## config.mk

```make
export PLATFORM = sky130hd
export DESIGN_NAME = gpc_pin_ctrl
export DESIGN_NICKNAME = d
export VERILOG_FILES = /design/src/gpc_pkg.sv /design/src/gpc_pin_ctrl.sv
export SDC_FILE = /design/constraint.sdc
export NUM_CORES = 1
export LEC_CHECK = 0
export BUFFER_PORTS_ARGS = -buffer_cell sky130_fd_sc_hd__buf_4
export CAP_MARGIN = 20
export CORE_MARGIN = 5
export CORE_UTILIZATION = 27
export DETAILED_ROUTE_END_ITERATION = 16
export PLACE_DENSITY_LB_ADDON = 0.3
export SYNTH_ARGS = -nofsm -noshare
export SYNTH_HDL_FRONTEND = slang
export SYNTH_SLANG_ARGS = --single-unit
```

## constraint.sdc

```tcl
create_clock -name clk_i -period 1.45 [get_ports clk_i]
set_input_delay 0.2175 -clock clk_i [delete_from_list [all_inputs] [get_ports clk_i]]
set_output_delay 0.2175 -clock clk_i [all_outputs]
set_load 0.01 [all_outputs]
```

## src/gpc_pkg.sv

```systemverilog
// package for the general purpose pin controller: offsets, fields, reset values, timing
// assumes a plain register port with 32-bit data and one-cycle read latency
package gpc_pkg;
   localparam int NUM_PINS = 3;
   localparam logic [7:0] ADDR_CFG = 8'h00;      // buffer type [2:0], polarity [10:8]
   localparam logic [7:0] ADDR_DATA_DIR = 8'h04; // data [2:0], direction [10:8]
   localparam logic [7:0] ADDR_IRQ = 8'h08;      // status [2:0] w1c, enable [10:8]
   localparam logic [7:0] ADDR_LED = 8'h0C;      // led enable [2:0]
   localparam logic [7:0] ADDR_SYS_IRQ = 8'h10;  // summary request [0]
   localparam int LO_POS = 0;
   localparam int HI_POS = 8;
   localparam logic [2:0] RST_DIR = 3'h0;
   localparam logic [2:0] RST_EN = 3'h0;
   localparam logic [2:0] RST_POL = 3'h0;
   localparam logic [2:0] RST_BUF = 3'h0;
   localparam logic [2:0] RST_DATA = 3'h7;
   localparam int CLK_PERIOD_NS = 10;
   localparam int MIN_LEVEL_NS = 40;
   // shortest qualifying pulse that must be caught, rounded down, at least one
   localparam int MIN_LEVEL_CYC = (MIN_LEVEL_NS / CLK_PERIOD_NS) < 1 ? 1 :
                                  (MIN_LEVEL_NS / CLK_PERIOD_NS);
endpackage

```

## src/gpc_pin_ctrl.sv

```systemverilog
// pin controller top: three configurable pins, per-pin level interrupts, combined request
// assumes pins come from the board asynchronously; straps stable around reset release
//
// The address-and-strobe port and the address map were left to the implementer.
`timescale 1ns/1ps
`default_nettype none
module gpc_pin_ctrl (
   input wire logic clk_i,             // 100 MHz system clock
   input wire logic srst_i,            // synchronous reset, active high
   input wire logic [7:0] addr_i,      // register byte address
   input wire logic [31:0] wdata_i,    // write data
   input wire logic wr_i,              // write strobe
   input wire logic rd_i,              // read strobe
   output logic [31:0] rdata_o,        // read data, cycle after rd_i
   input wire logic [2:0] led_enable_straps_i, // led strap levels
   input wire logic [2:0] pin_i,       // pin levels from pads
   output logic [2:0] pin_o,           // pin drive value
   output logic [2:0] pin_oe_n_o,      // low while driving the pin
   output logic [2:0] pin_ie_o,        // pad input buffer enable
   output logic [2:0] pin_pu_o,        // pad pull-up enable
   output logic [2:0] led_mode_o,      // pin handed to led logic
   output logic irq_o                  // combined request to system interrupt controller
);
   logic [2:0] sync1_reg, sync2_reg;
   logic [2:0] dir_reg, dir_next;
   logic [2:0] buf_reg, buf_next;
   logic [2:0] pol_reg, pol_next;
   logic [2:0] en_reg, en_next;
   logic [2:0] dout_reg, dout_next;
   logic [2:0] led_reg, led_next;
   logic [2:0] sts_reg, sts_next;
   logic strap_pend_reg, strap_pend_next;
   logic [31:0] rdata_reg, rdata_next;
   logic [2:0] active;
   logic [2:0] w1c;
   logic [2:0] data_view;

   // two-stage synchroniser; 40 ns is four cycles so any legal level is seen
   always_ff @(posedge clk_i) begin
      sync1_reg <= pin_i;
      sync2_reg <= sync1_reg;
   end

   // per-pin level decode, pad controls and read view
   genvar g;
   generate
      for (g = 0; g < gpc_pkg::NUM_PINS; g++) begin : g_pin
         assign active[g] = pol_reg[g] ? sync2_reg[g] : ~sync2_reg[g];
         // input shows the pin, output shows the data register
         assign data_view[g] = dir_reg[g] ? dout_reg[g] : sync2_reg[g];
         // open-drain drives only a zero; push-pull drives the bit
         assign pin_o[g] = led_reg[g] ? 1'b0 : (buf_reg[g] ? 1'b0 : dout_reg[g]);
         assign pin_oe_n_o[g] = led_reg[g] ? 1'b1 :
                                ~(dir_reg[g] & (~buf_reg[g] | ~dout_reg[g]));
         assign pin_ie_o[g] = ~led_reg[g] & ~dir_reg[g];
         assign pin_pu_o[g] = ~led_reg[g];
      end
   endgenerate

   assign w1c = (wr_i && addr_i == gpc_pkg::ADDR_IRQ) ? wdata_i[2:0] : 3'h0;

   // register writes, sticky status and read mux
   always_comb begin
      dir_next = dir_reg;
      buf_next = buf_reg;
      pol_next = pol_reg;
      en_next = en_reg;
      dout_next = dout_reg;
      led_next = led_reg;
      strap_pend_next = 1'b0;
      rdata_next = 32'h0;
      // set beats write-one-clear while the level holds
      sts_next = (sts_reg & ~w1c) | active;
      // straps caught in the cycle after reset release, not under reset
      if (strap_pend_reg) begin
         led_next = led_enable_straps_i;
      end
      if (wr_i) begin
         case (addr_i)
            gpc_pkg::ADDR_CFG: begin
               buf_next = wdata_i[gpc_pkg::LO_POS +: 3];
               pol_next = wdata_i[gpc_pkg::HI_POS +: 3];
            end
            gpc_pkg::ADDR_DATA_DIR: begin
               dout_next = wdata_i[gpc_pkg::LO_POS +: 3];
               dir_next = wdata_i[gpc_pkg::HI_POS +: 3];
            end
            gpc_pkg::ADDR_IRQ: begin
               en_next = wdata_i[gpc_pkg::HI_POS +: 3];
            end
            gpc_pkg::ADDR_LED: begin
               led_next = wdata_i[gpc_pkg::LO_POS +: 3];
            end
            default: begin
            end
         endcase
      end
      if (rd_i) begin
         case (addr_i)
            gpc_pkg::ADDR_CFG: begin
               rdata_next[gpc_pkg::LO_POS +: 3] = buf_reg;
               rdata_next[gpc_pkg::HI_POS +: 3] = pol_reg;
            end
            gpc_pkg::ADDR_DATA_DIR: begin
               rdata_next[gpc_pkg::LO_POS +: 3] = data_view;
               rdata_next[gpc_pkg::HI_POS +: 3] = dir_reg;
            end
            gpc_pkg::ADDR_IRQ: begin
               rdata_next[gpc_pkg::LO_POS +: 3] = sts_reg;
               rdata_next[gpc_pkg::HI_POS +: 3] = en_reg;
            end
            gpc_pkg::ADDR_LED: begin
               rdata_next[gpc_pkg::LO_POS +: 3] = led_reg;
            end
            gpc_pkg::ADDR_SYS_IRQ: begin
               rdata_next[0] = irq_o;
            end
            default: begin
               rdata_next = 32'h0; // unmapped reads as zero
            end
         endcase
      end
   end

   // state registers
   always_ff @(posedge clk_i) begin
      if (srst_i) begin
         dir_reg <= gpc_pkg::RST_DIR;
         en_reg <= gpc_pkg::RST_EN;
         pol_reg <= gpc_pkg::RST_POL;
         buf_reg <= gpc_pkg::RST_BUF;
         dout_reg <= gpc_pkg::RST_DATA;
         led_reg <= 3'h0;
         sts_reg <= 3'h0;
         strap_pend_reg <= 1'b1;
         rdata_reg <= 32'h0;
      end else begin
         dir_reg <= dir_next;
         en_reg <= en_next;
         pol_reg <= pol_next;
         buf_reg <= buf_next;
         dout_reg <= dout_next;
         led_reg <= led_next;
         sts_reg <= sts_next;
         strap_pend_reg <= strap_pend_next;
         rdata_reg <= rdata_next;
      end
   end

   assign rdata_o = rdata_reg;
   assign led_mode_o = led_reg;
   assign irq_o = |(sts_reg & en_reg);
endmodule
`default_nettype wire

```

After elaboration in Yosys (flattened, before gate mapping)

Index checks and enable logic that the tools add are counted.

Logic and storage cells: 78
Flip-flop bits (word level): 60

Reductions and logical operators: 7
Bitwise gates (word level): 32
Multiplexer cells: 23
Eq/ne operators: 4

Operators by type and width:

| kind                                                | count |
|---|---|
| inverter 1 bit                                      | 19 |
| equality test 8 x 4 -> 1 bit, second input constant | 2 |
| two-way mux 1 bit                                   | 16 |
| two-way mux 3 bit                                   | 4 |
| one-hot mux 3 bit (3 select lines)                  | 1 |
| equality test 8 x 3 -> 1 bit, second input constant | 1 |
| equality test 8 x 5 -> 1 bit, second input constant | 1 |
| logical NOT 8 bit                                   | 1 |
| one-hot mux 2 bit (4 select lines)                  | 1 |
| AND 1 bit                                           | 6 |
| AND 3 bit                                           | 2 |
| AND reduction 2 bit                                 | 3 |
| one-hot mux 1 bit (5 select lines)                  | 1 |
| inverter 3 bit                                      | 1 |
| OR 1 bit                                            | 3 |
| OR 3 bit                                            | 1 |
| OR reduction 3 bit                                  | 1 |
| OR reduction 2 bit                                  | 1 |
| logical AND 1 bit                                   | 1 |

Depth between registers and ports, before layout

Gate-level depths: netlist of run 1.

Depth in word-level cells: 6
Depth in mapped cells: 5

Worst setup path after synthesis of run 1

No wires, ideal clock.

Path type: reg2reg
From: reg dir_reg[1]
To: reg rdata_reg[1], in the netlist rdata_o[1]
Data required time: 1.336 ns
Setup slack: 0.083 ns
Cell stages (with the launch flop): 4
Arrival time: 1.253 ns
Path buffers: 0
Library setup time: 0.114 ns
Period minus slack after synthesis: 1.367 ns
Path through: dfxtp_1 > mux2_2 > mux4_2 > nor2b_1

Cells in the longest elaborated chain, start to end: 2

Ends and longest elaborated chain:

| item                               | RTL line            | text |
|---|---|---|
| start: declaration                 | gpc_pin_ctrl.sv:25  | `logic [2:0] dir_reg, dir_next;` |
| start signal: assignment           | gpc_pin_ctrl.sv:128 | `dir_reg <= gpc_pkg::RST_DIR;` |
| start signal: assignment           | gpc_pin_ctrl.sv:138 | `dir_reg <= dir_next;` |
| two-way mux 1 bit                  | gpc_pin_ctrl.sv:50  | `assign data_view[g] = dir_reg[g] ? dout_reg[g] : sync2_reg[g];` |
| one-hot mux 2 bit (4 select lines) | gpc_pin_ctrl.sv:99  | `case (addr_i)` |
| end signal: assignment             | gpc_pin_ctrl.sv:146 | `rdata_reg <= rdata_next;` |
| end: declaration                   | gpc_pin_ctrl.sv:33  | `logic [31:0] rdata_reg, rdata_next;` |

Every way passes these cells.
A chain may end at the register's enable or synchronous reset.

Final worst setup path of run 1

From: reg dir_reg[2]
To: reg rdata_reg[2], in the netlist rdata_o[2]

The elaborated chain is that of the path after synthesis.

==> results, run 1 <==
- The run finished with clean final reports.
- Leaving out fill and tap cells, the most frequent cell in the layout is sky130_fd_sc_hd__buf_4.
- The weighted congestion at the end of routability-driven global placement is 0.717.
- Global routing used a little over 10% of the available tracks.
- The area of the core is 0.00589 mm².
- Of the synthesized area, sequential elements account for roughly two fifths.
- The clock latency on the worst-skew pair is ~0.3 ns.
- Max-cap violations in this run came to 0.
- The largest fanout of any net on the critical path is 2.
- Setup repair after global routing left no endpoint under its margin.
- The mean number of vias per cell is ~4.3.
- During I/O placement, the number of pins put on the boundary was ~100.
- The count of final max-slew check failures came to 0.
- The sort of element at the end of the critical path is a flop.
- The static leakage is ~1.1 nW.
- The total setup violations reported at the end of the flow is 0.
- After synthesis, the mean cell area works out to 9.45 µm².
- The worst supply voltage drop on vdd is around 0.00037 V.
- STA puts the critical path data arrival time at 1.57 ns.
- The number of setup buffers added after CTS is 0.
- Timing would allow up to 724 MHz.
- The number of DRC markers in iteration 0 is 42.
- On the critical path, the stage with the largest delay is an instance of sky130_fd_sc_hd__mux4_2.
- The beginning of the critical path is dir_reg[2].
- Once detailed placement completed, the half-perimeter wirelength came to 3.00 mm.
- The worst setup path is launched from a flop.
- Clock tree synthesis inserted a total of 5 buffers.
- The count of cells resized by post-cts repair is 0.
- The routed length per instance is ~13 µm.
- The width of the chip is between 80 and 90 µm.
- The number of hold violations in the final report was 0.
- Across the routed clock network, the largest skew measured is 0.0129 ns.
- The area added between synthesis and finish is 29.5%.
- The number of routed nets with antenna violations is 0.
- Once the floorplan was initialized, standard cells occupied between 20% and 30% of the core.
- The first global-routing pass estimated 6.02 mm of wire.
- TritonCTS built the clock tree.
- Along the worst hold path, the cell count comes to 1.
- The start point of the worst min-delay path is pin_i[1].
- After layout, the minimum clock period comes to 1.38 ns.
- In the layout the commonest cells are 53 x sky130_fd_sc_hd__buf_4, 34 x sky130_fd_sc_hd__dfxtp_1, 29 x sky130_fd_sc_hd__nor2_1.
- The post-route total power is 2.06 mW.
- After synthesis the netlist holds a flip-flop and latch count of 34.
- The post-detailed-routing wire length is 3.88 mm.
- Entering global routing, the biggest net connects 23 pins.
- The floorplan step defined a die boundary enclosing 0.00771 mm².
- The root cell of the clock tree is sky130_fd_sc_hd__clkbuf_8.
- The number of cells on the worst reg-to-reg path is 3.
- The critical path is of the flop to flop type.
- The count of port buffers added during placement is 45.
- The site row count is 28.
- The number of diodes added for antenna fixing is 0.
- The critical path goes through mux2_2, mux4_2, nor2b_1.
- In this run, distinct cell masters in the synthesized netlist total 27.
- For this design the ratio of total power to cell area is between 900 and 1000 mW/mm².
- In this run the vertical extent of the chip is ~88 µm.
- For this run, the number of Yosys warnings is 0.
- The critical register-to-register path startpoint is dir_reg[2].
- Setup total negative slack on the finished layout was measured at 0 ns.
- The tree built by TritonCTS fans out to 34 sinks.
- The number of antenna violations at the first check in global routing came to 0.
- The depth of the CTS H-tree is 2.
- After clock tree synthesis, the flow added hold-fix buffers numbering 0.
- The share of final-layout standard cells stronger than drive strength 1 is between 30% and 40%.
- The post-route fraction of the period consumed by the critical path is 95.2%.
- The number of remaining DRC errors is 0.
- The flip-flop count of the largest register after layout is 6.
- The worst min-delay path category is primary input to flop.
- The cell area after technology mapping is 0.00163 mm².
- The routed via count is around 1,300.
- Global routing finished with a remaining overflow of 0.
- The required time at the worst-slack endpoint is 1.64 ns.
- The delay of the slowest critical-path stage is between 0.4 and 0.5 ns.
- The final-stage net count is 278.
- On the final layout, the worst hold slack is 0.0277 ns.
- The clock passes through at most 2 buffers.
- After clock tree synthesis, the clock-pin slew on the worst setup and hold paths is 0.07 ns.
- The via count of the first global-routing pass is 1,252.
- Before antenna repair, the detailed router went through 4 iterations.
- The post-synthesis cell count is 173.
-- where the power goes --
part | internal (mW) | leakage, nW | switching [mW]
registers | 0.955 | 0.278 | 0.0177
logic | 0.105 | 0.718 | 0.121
clock network | 0.506 | 0.0579 | 0.353
total | 1.57 | 1.05 | 0.492
-- critical path, delay by kind of cell, from the launching register on --
family / cells / cell delay (ns)
AND/OR/NAND/NOR: 1 / 0.14
multiplexers: 2 / 0.80
flip-flops: 1 / 0.34
-- final timing paths --
check | to | slack [ns]
worst max-delay path | rdata_o[2] | 0.07
worst min-delay path | sync1_reg[1] | 0.03
worst min register to register | sync2_reg[0] | 0.32
worst max register to register | rdata_o[2] | 0.07
-- metal layers --
layer | vias up | part of all wire, % | GRT usage, %
li1 | 641 | - | -
met5 | - | 0 | 0
met4 | 0 | 1.1 | 3.35
met2 | 51 | 46 | 16.3
met3 | 4 | 11 | 4.52
met1 | 602 | 42 | 12.3
-- Yosys cell counts --
| cell type | instances | area [µm²] |
|---|---|---|
| sky130_fd_sc_hd__nor2_1 | 29 | 109 |
| sky130_fd_sc_hd__mux4_2 | 2 | 45.0 |
| sky130_fd_sc_hd__dfxtp_1 | 34 | 681 |
| sky130_fd_sc_hd__nand2_1 | 10 | 37.5 |
| sky130_fd_sc_hd__mux2i_1 | 19 | 190 |
| sky130_fd_sc_hd__a22oi_1 | 1 | 7.51 |
| sky130_fd_sc_hd__nor3_4 | 1 | 16.3 |
| sky130_fd_sc_hd__a21oi_1 | 6 | 30.0 |
| sky130_fd_sc_hd__conb_1 | 1 | 3.75 |
| sky130_fd_sc_hd__xor2_1 | 3 | 26.3 |
| sky130_fd_sc_hd__clkbuf_1 | 2 | 7.51 |
| sky130_fd_sc_hd__buf_4 | 26 | 195 |
| sky130_fd_sc_hd__mux2_2 | 3 | 33.8 |
| sky130_fd_sc_hd__inv_1 | 6 | 22.5 |
| sky130_fd_sc_hd__a211o_1 | 3 | 26.3 |
| sky130_fd_sc_hd__nand4_1 | 1 | 6.26 |
| sky130_fd_sc_hd__nor4b_4 | 1 | 23.8 |
| sky130_fd_sc_hd__nor2b_1 | 3 | 18.8 |
| sky130_fd_sc_hd__nor3b_1 | 3 | 22.5 |
| sky130_fd_sc_hd__or2_2 | 1 | 6.26 |
| sky130_fd_sc_hd__nand4b_4 | 1 | 23.8 |
| sky130_fd_sc_hd__a211oi_1 | 3 | 22.5 |
| sky130_fd_sc_hd__o21ai_0 | 6 | 30.0 |
| sky130_fd_sc_hd__nor4b_1 | 1 | 8.76 |
| sky130_fd_sc_hd__buf_2 | 2 | 10.0 |
| sky130_fd_sc_hd__nand3_2 | 1 | 10.0 |
| sky130_fd_sc_hd__nand3_1 | 4 | 20.0 |
-- metrics by stage --
stage | setup WS (ns) | instances | utilization, % | cell area, µm²
2_1_floorplan | 0.0835 | 198 | - | 1730
3_3_place_gp | -0.0203 | 296 | 34.1 | 2010
3_5_place_dp | -0.0335 | 296 | 34.1 | 2010
4_1_cts | 0.0681 | 304 | 35.9 | 2120
5_1_grt | 0.0345 | 304 | 35.9 | 2120
6_report | 0.0696 | 304 | 35.9 | 2120
-- cells by family after synthesis --
logic type / share of synthesized area (%)
buffers and inverters: 14.4
DFF: 41.7
and+or+nand+nor: 18.5
AOI/OAI and AO/OA: 7.12
other: 0.229
xor gates and xnor gates: 1.61
muxes: 16.5
-- layout make-up --
type	instances	area [µm²]
inverters	6	22.5
multi-input cells	128	812
clock inverters	3	40.0
fillers	630	3770
clock buffers	5	68.8
repair buffers	53	398
well taps	75	93.8
flip-flops and latches	34	681
No activity file was read; power rests on OpenSTA's default activity.
==> inputs of run 2 (changes only) <==
==> constraint.sdc (replaced) <==
create_clock -name clk_i -period 1.45 [get_ports clk_i]
set_input_delay 0.145 -clock clk_i [delete_from_list [all_inputs] [get_ports clk_i]]
set_output_delay 0.145 -clock clk_i [all_outputs]
set_load 0.01 [all_outputs]
==> run 2 against run 1 <==
  * Critical path depth unchanged
  * Cell count increased by 1.6%
  * Clock power decreased by 2%
  * Wire length decreased by 1.4%
  * Sequential power about the same
  * Via count increased by 1.2%
  * Largest cell class unchanged
  * Highest routed layer unchanged
==> results, run 2 (synthesized netlist as in run 1, its figures left out) <==
- The internal power summed over all cells came to 1.58 mW (+0.90%).
- The final-stage net count is 283 (+1.8%).
- The part of the power in combinational logic is 11.3% (+0.3 points).
- The flow ran to the end, and the final reports show no timing, DRC or antenna violations.
- The top-level port count came to 98 (unchanged).
- Compared with the post-synthesis result, the final layout area differs by 32.1%.
- The first-pass GRT wire length is 5.86 mm (-2.6%).
- The detailed-placement wirelength estimate came to 2.97 mm (-0.99%).
- The smallest setup slack after layout is 0.0782 ns (+0.00855 ns).
- The via count of the first global-routing pass is 1,242 (-0.80%).
- The number of DRC markers in iteration 0 is 50 (+19%).
- The pin count of the biggest net entering global routing is 23 (unchanged).
- The site row count is 28 (unchanged).
- The initial core utilization is 27.8% (unchanged).
- The largest fanout of any net on the critical path came to 2 (unchanged).
- The max-capacitance violation count is 0 (unchanged).
- The number of post-CTS setup repair buffers came to 0 (unchanged).
- The sum of overflow across all layers after global routing is 0 (unchanged).
- The static leakage is 1.07 nW (+1.5%).
- The clock latency on the worst-skew pair is 0.28 ns (-0.02 ns).
- TritonCTS built the clock tree.
- The arrival time reported for the critical path endpoint is 1.55 ns (-0.02 ns).
- The number of routed nets with antenna violations is 0 (unchanged).
- The total negative slack is 0 ns (unchanged).
- The total iterations of the first detailed-routing run is 4 (unchanged).
- The number of fill cells in the layout came to 611 (-3.0%).
- The tree is rooted in a sky130_fd_sc_hd__clkbuf_8.
- The depth of the CTS H-tree is 2 (unchanged).
- The flip-flop count of the largest register after layout is 6 (unchanged).
- The power per cell area is 949 mW/mm² (-2.5%).
- The number of diodes added for antenna fixing was 0 (unchanged).
- The number of remaining DRC errors is 0 (unchanged).
- The worst setup path is captured at a flop.
- The count of port buffers added during placement was 45 (unchanged).
- The total setup violations reported at the end of the flow is 0 (unchanged).
- The worst setup path is launched from a flop.
- The worst hold slack after final layout is 0.115 ns (+0.0872 ns).
- The worst supply voltage drop on vdd is 0.000308 V (-16%).
- The worst setup path is of the flop to flop kind.
- The die outline height was 87.8 µm (unchanged).
- The number of hold violations in the final report is 0 (unchanged).
- The post-placement setup slack is 0.0486 ns (+0.0822 ns).
- The count of cells resized by post-cts repair is 0 (unchanged).
- The routed length per instance is 12.4 µm (-3.0%).
- The weighted congestion at the end of routability-driven global placement was 0.716 (-0.26%).
- The switching power is 468 µW (-5.0%).
- The overall track demand over capacity in global routing is 10.0% (-0.22 points).
- The post-route fraction of the period consumed by the critical path is 94.6% (-0.59 points).
- The proportion of power drawn by flip-flops and latches was 47.5% (+0.2 points).
- The count of final max-slew check failures is 0 (unchanged).
- The share of final-layout standard cells stronger than drive strength 1 is 30.3% (-0.66 points).
- The shortest period the worst path allows came to 1.37 ns (-0.00855 ns).
- The floorplan die area is 0.00771 mm² (unchanged).
- The width of the chip is 87.8 µm (unchanged).
- The highest attainable clock frequency was 729 MHz (+0.62%).
- The number of sinks driven by the clock tree came to 34 (unchanged).
- The library cell used most frequently in the layout, excluding fill and tap cells, is sky130_fd_sc_hd__buf_4.
- The switching part of the total power is 22.8% (-1.1 points).
- The routed via count is 1,313 (+1.2%).
- The final setup skew was 0.00673 ns (-0.00617 ns).
- Setup repair after global routing left no endpoint under its margin.
- The library cells used most frequently in the layout, excluding fill and tap cells, are 55 x sky130_fd_sc_hd__buf_4, 34 x sky130_fd_sc_hd__dfxtp_1, 29 x sky130_fd_sc_hd__nor2_1.
- The post-route total power is 2.05 mW (-0.50%).
- The number of antenna violations at the first check in global routing is 0 (unchanged).
- The post-cts hold buffer count is 3 (+3).
- The post-detailed-routing wire length was 3.83 mm (-1.4%).
- The required time at the worst-slack endpoint is 1.63 ns (about the same).
- The reg2reg setup slack came to 0.08 ns (about the same).
- The clock transition at the registers of the reported paths is 0.07 ns (about the same).
- The mean number of vias per cell is 4.25 (-0.48%).
- The area of the core is 0.00589 mm² (unchanged).
- The total clock buffers created by CTS was 5 (unchanged).
- The tightest min-delay check is of the primary input to flop type.
- The clock power share is 41.2% (-0.5 points).
- The maximum clock insertion buffer count is 2 (unchanged).
-- run 2: cell count changes in the layout (fill, tap and decap cells not counted), sizes merged --
cell         delta
dlygate4sd3     +3
clkbuf          +2
clkinv          -2
buf             +2
-- run 2: metrics by stage --
step | util (%) | cell area (µm²) | instances
final | 36.7 | 2160 | 309
after global routing | 36.7 | 2160 | 309
after CTS | 36.7 | 2160 | 309
after detailed placement | 34.4 | 2020 | 298
after global placement | 34.4 | 2020 | 298
after floorplan | - | 1730 | 198
-- run 2: worst paths after layout --
check                     from            to  depth (start not counted)
setup reg to reg    dir_reg[1]    rdata_o[1]                          3
hold / removal      wdata_i[8]    pol_reg[0]                          3
hold reg to reg   sync1_reg[1]  sync2_reg[1]                          0
setup / recovery    dir_reg[1]    rdata_o[1]                          3
-- run 2: cell type report --
cell class / instances / area, µm² / share of cell area [%]
well taps: 75 / 93.8 / 4.35
clock inverters: 1 / 30.0 / 1.39
clock buffers: 7 / 76.3 / 3.54
multi-input cells: 128 / 812 / 37.6
flip-flops and latches: 34 / 681 / 31.5
inverters: 6 / 22.5 / 1.04
repair buffers: 58 / 443 / 20.5
-- run 2: critical path, stage by stage (launching register included) --
cell and delay, ns:
sky130_fd_sc_hd__dfxtp_1 0.34, sky130_fd_sc_hd__mux2_2 0.33, sky130_fd_sc_hd__mux4_2 0.46, sky130_fd_sc_hd__nor2b_1 0.14
-- run 2: power groups by stage --
stage               Sequential, mW  Combinational (mW)  Clock, mW
finish                       0.972               0.232      0.843
global route                 0.976               0.254      0.907
CTS                          0.973               0.233      0.867
detailed placement           0.994               0.226          0
global placement             0.994               0.223          0
floorplan                    0.991               0.164          0
-- run 2: metal layers --
| metal | routed length, µm | share of wire (%) | global-route usage (%) | up-vias |
|---|---|---|---|---|
| li1 | - | - | - | 653 |
| met1 | 1610 | 42 | 12.0 | 604 |
| met2 | 1750 | 46 | 15.6 | 52 |
| met3 | 425 | 11 | 4.99 | 4 |
| met4 | 40 | 1.0 | 3.35 | 0 |
| met5 | 0 | 0 | 0 | - |
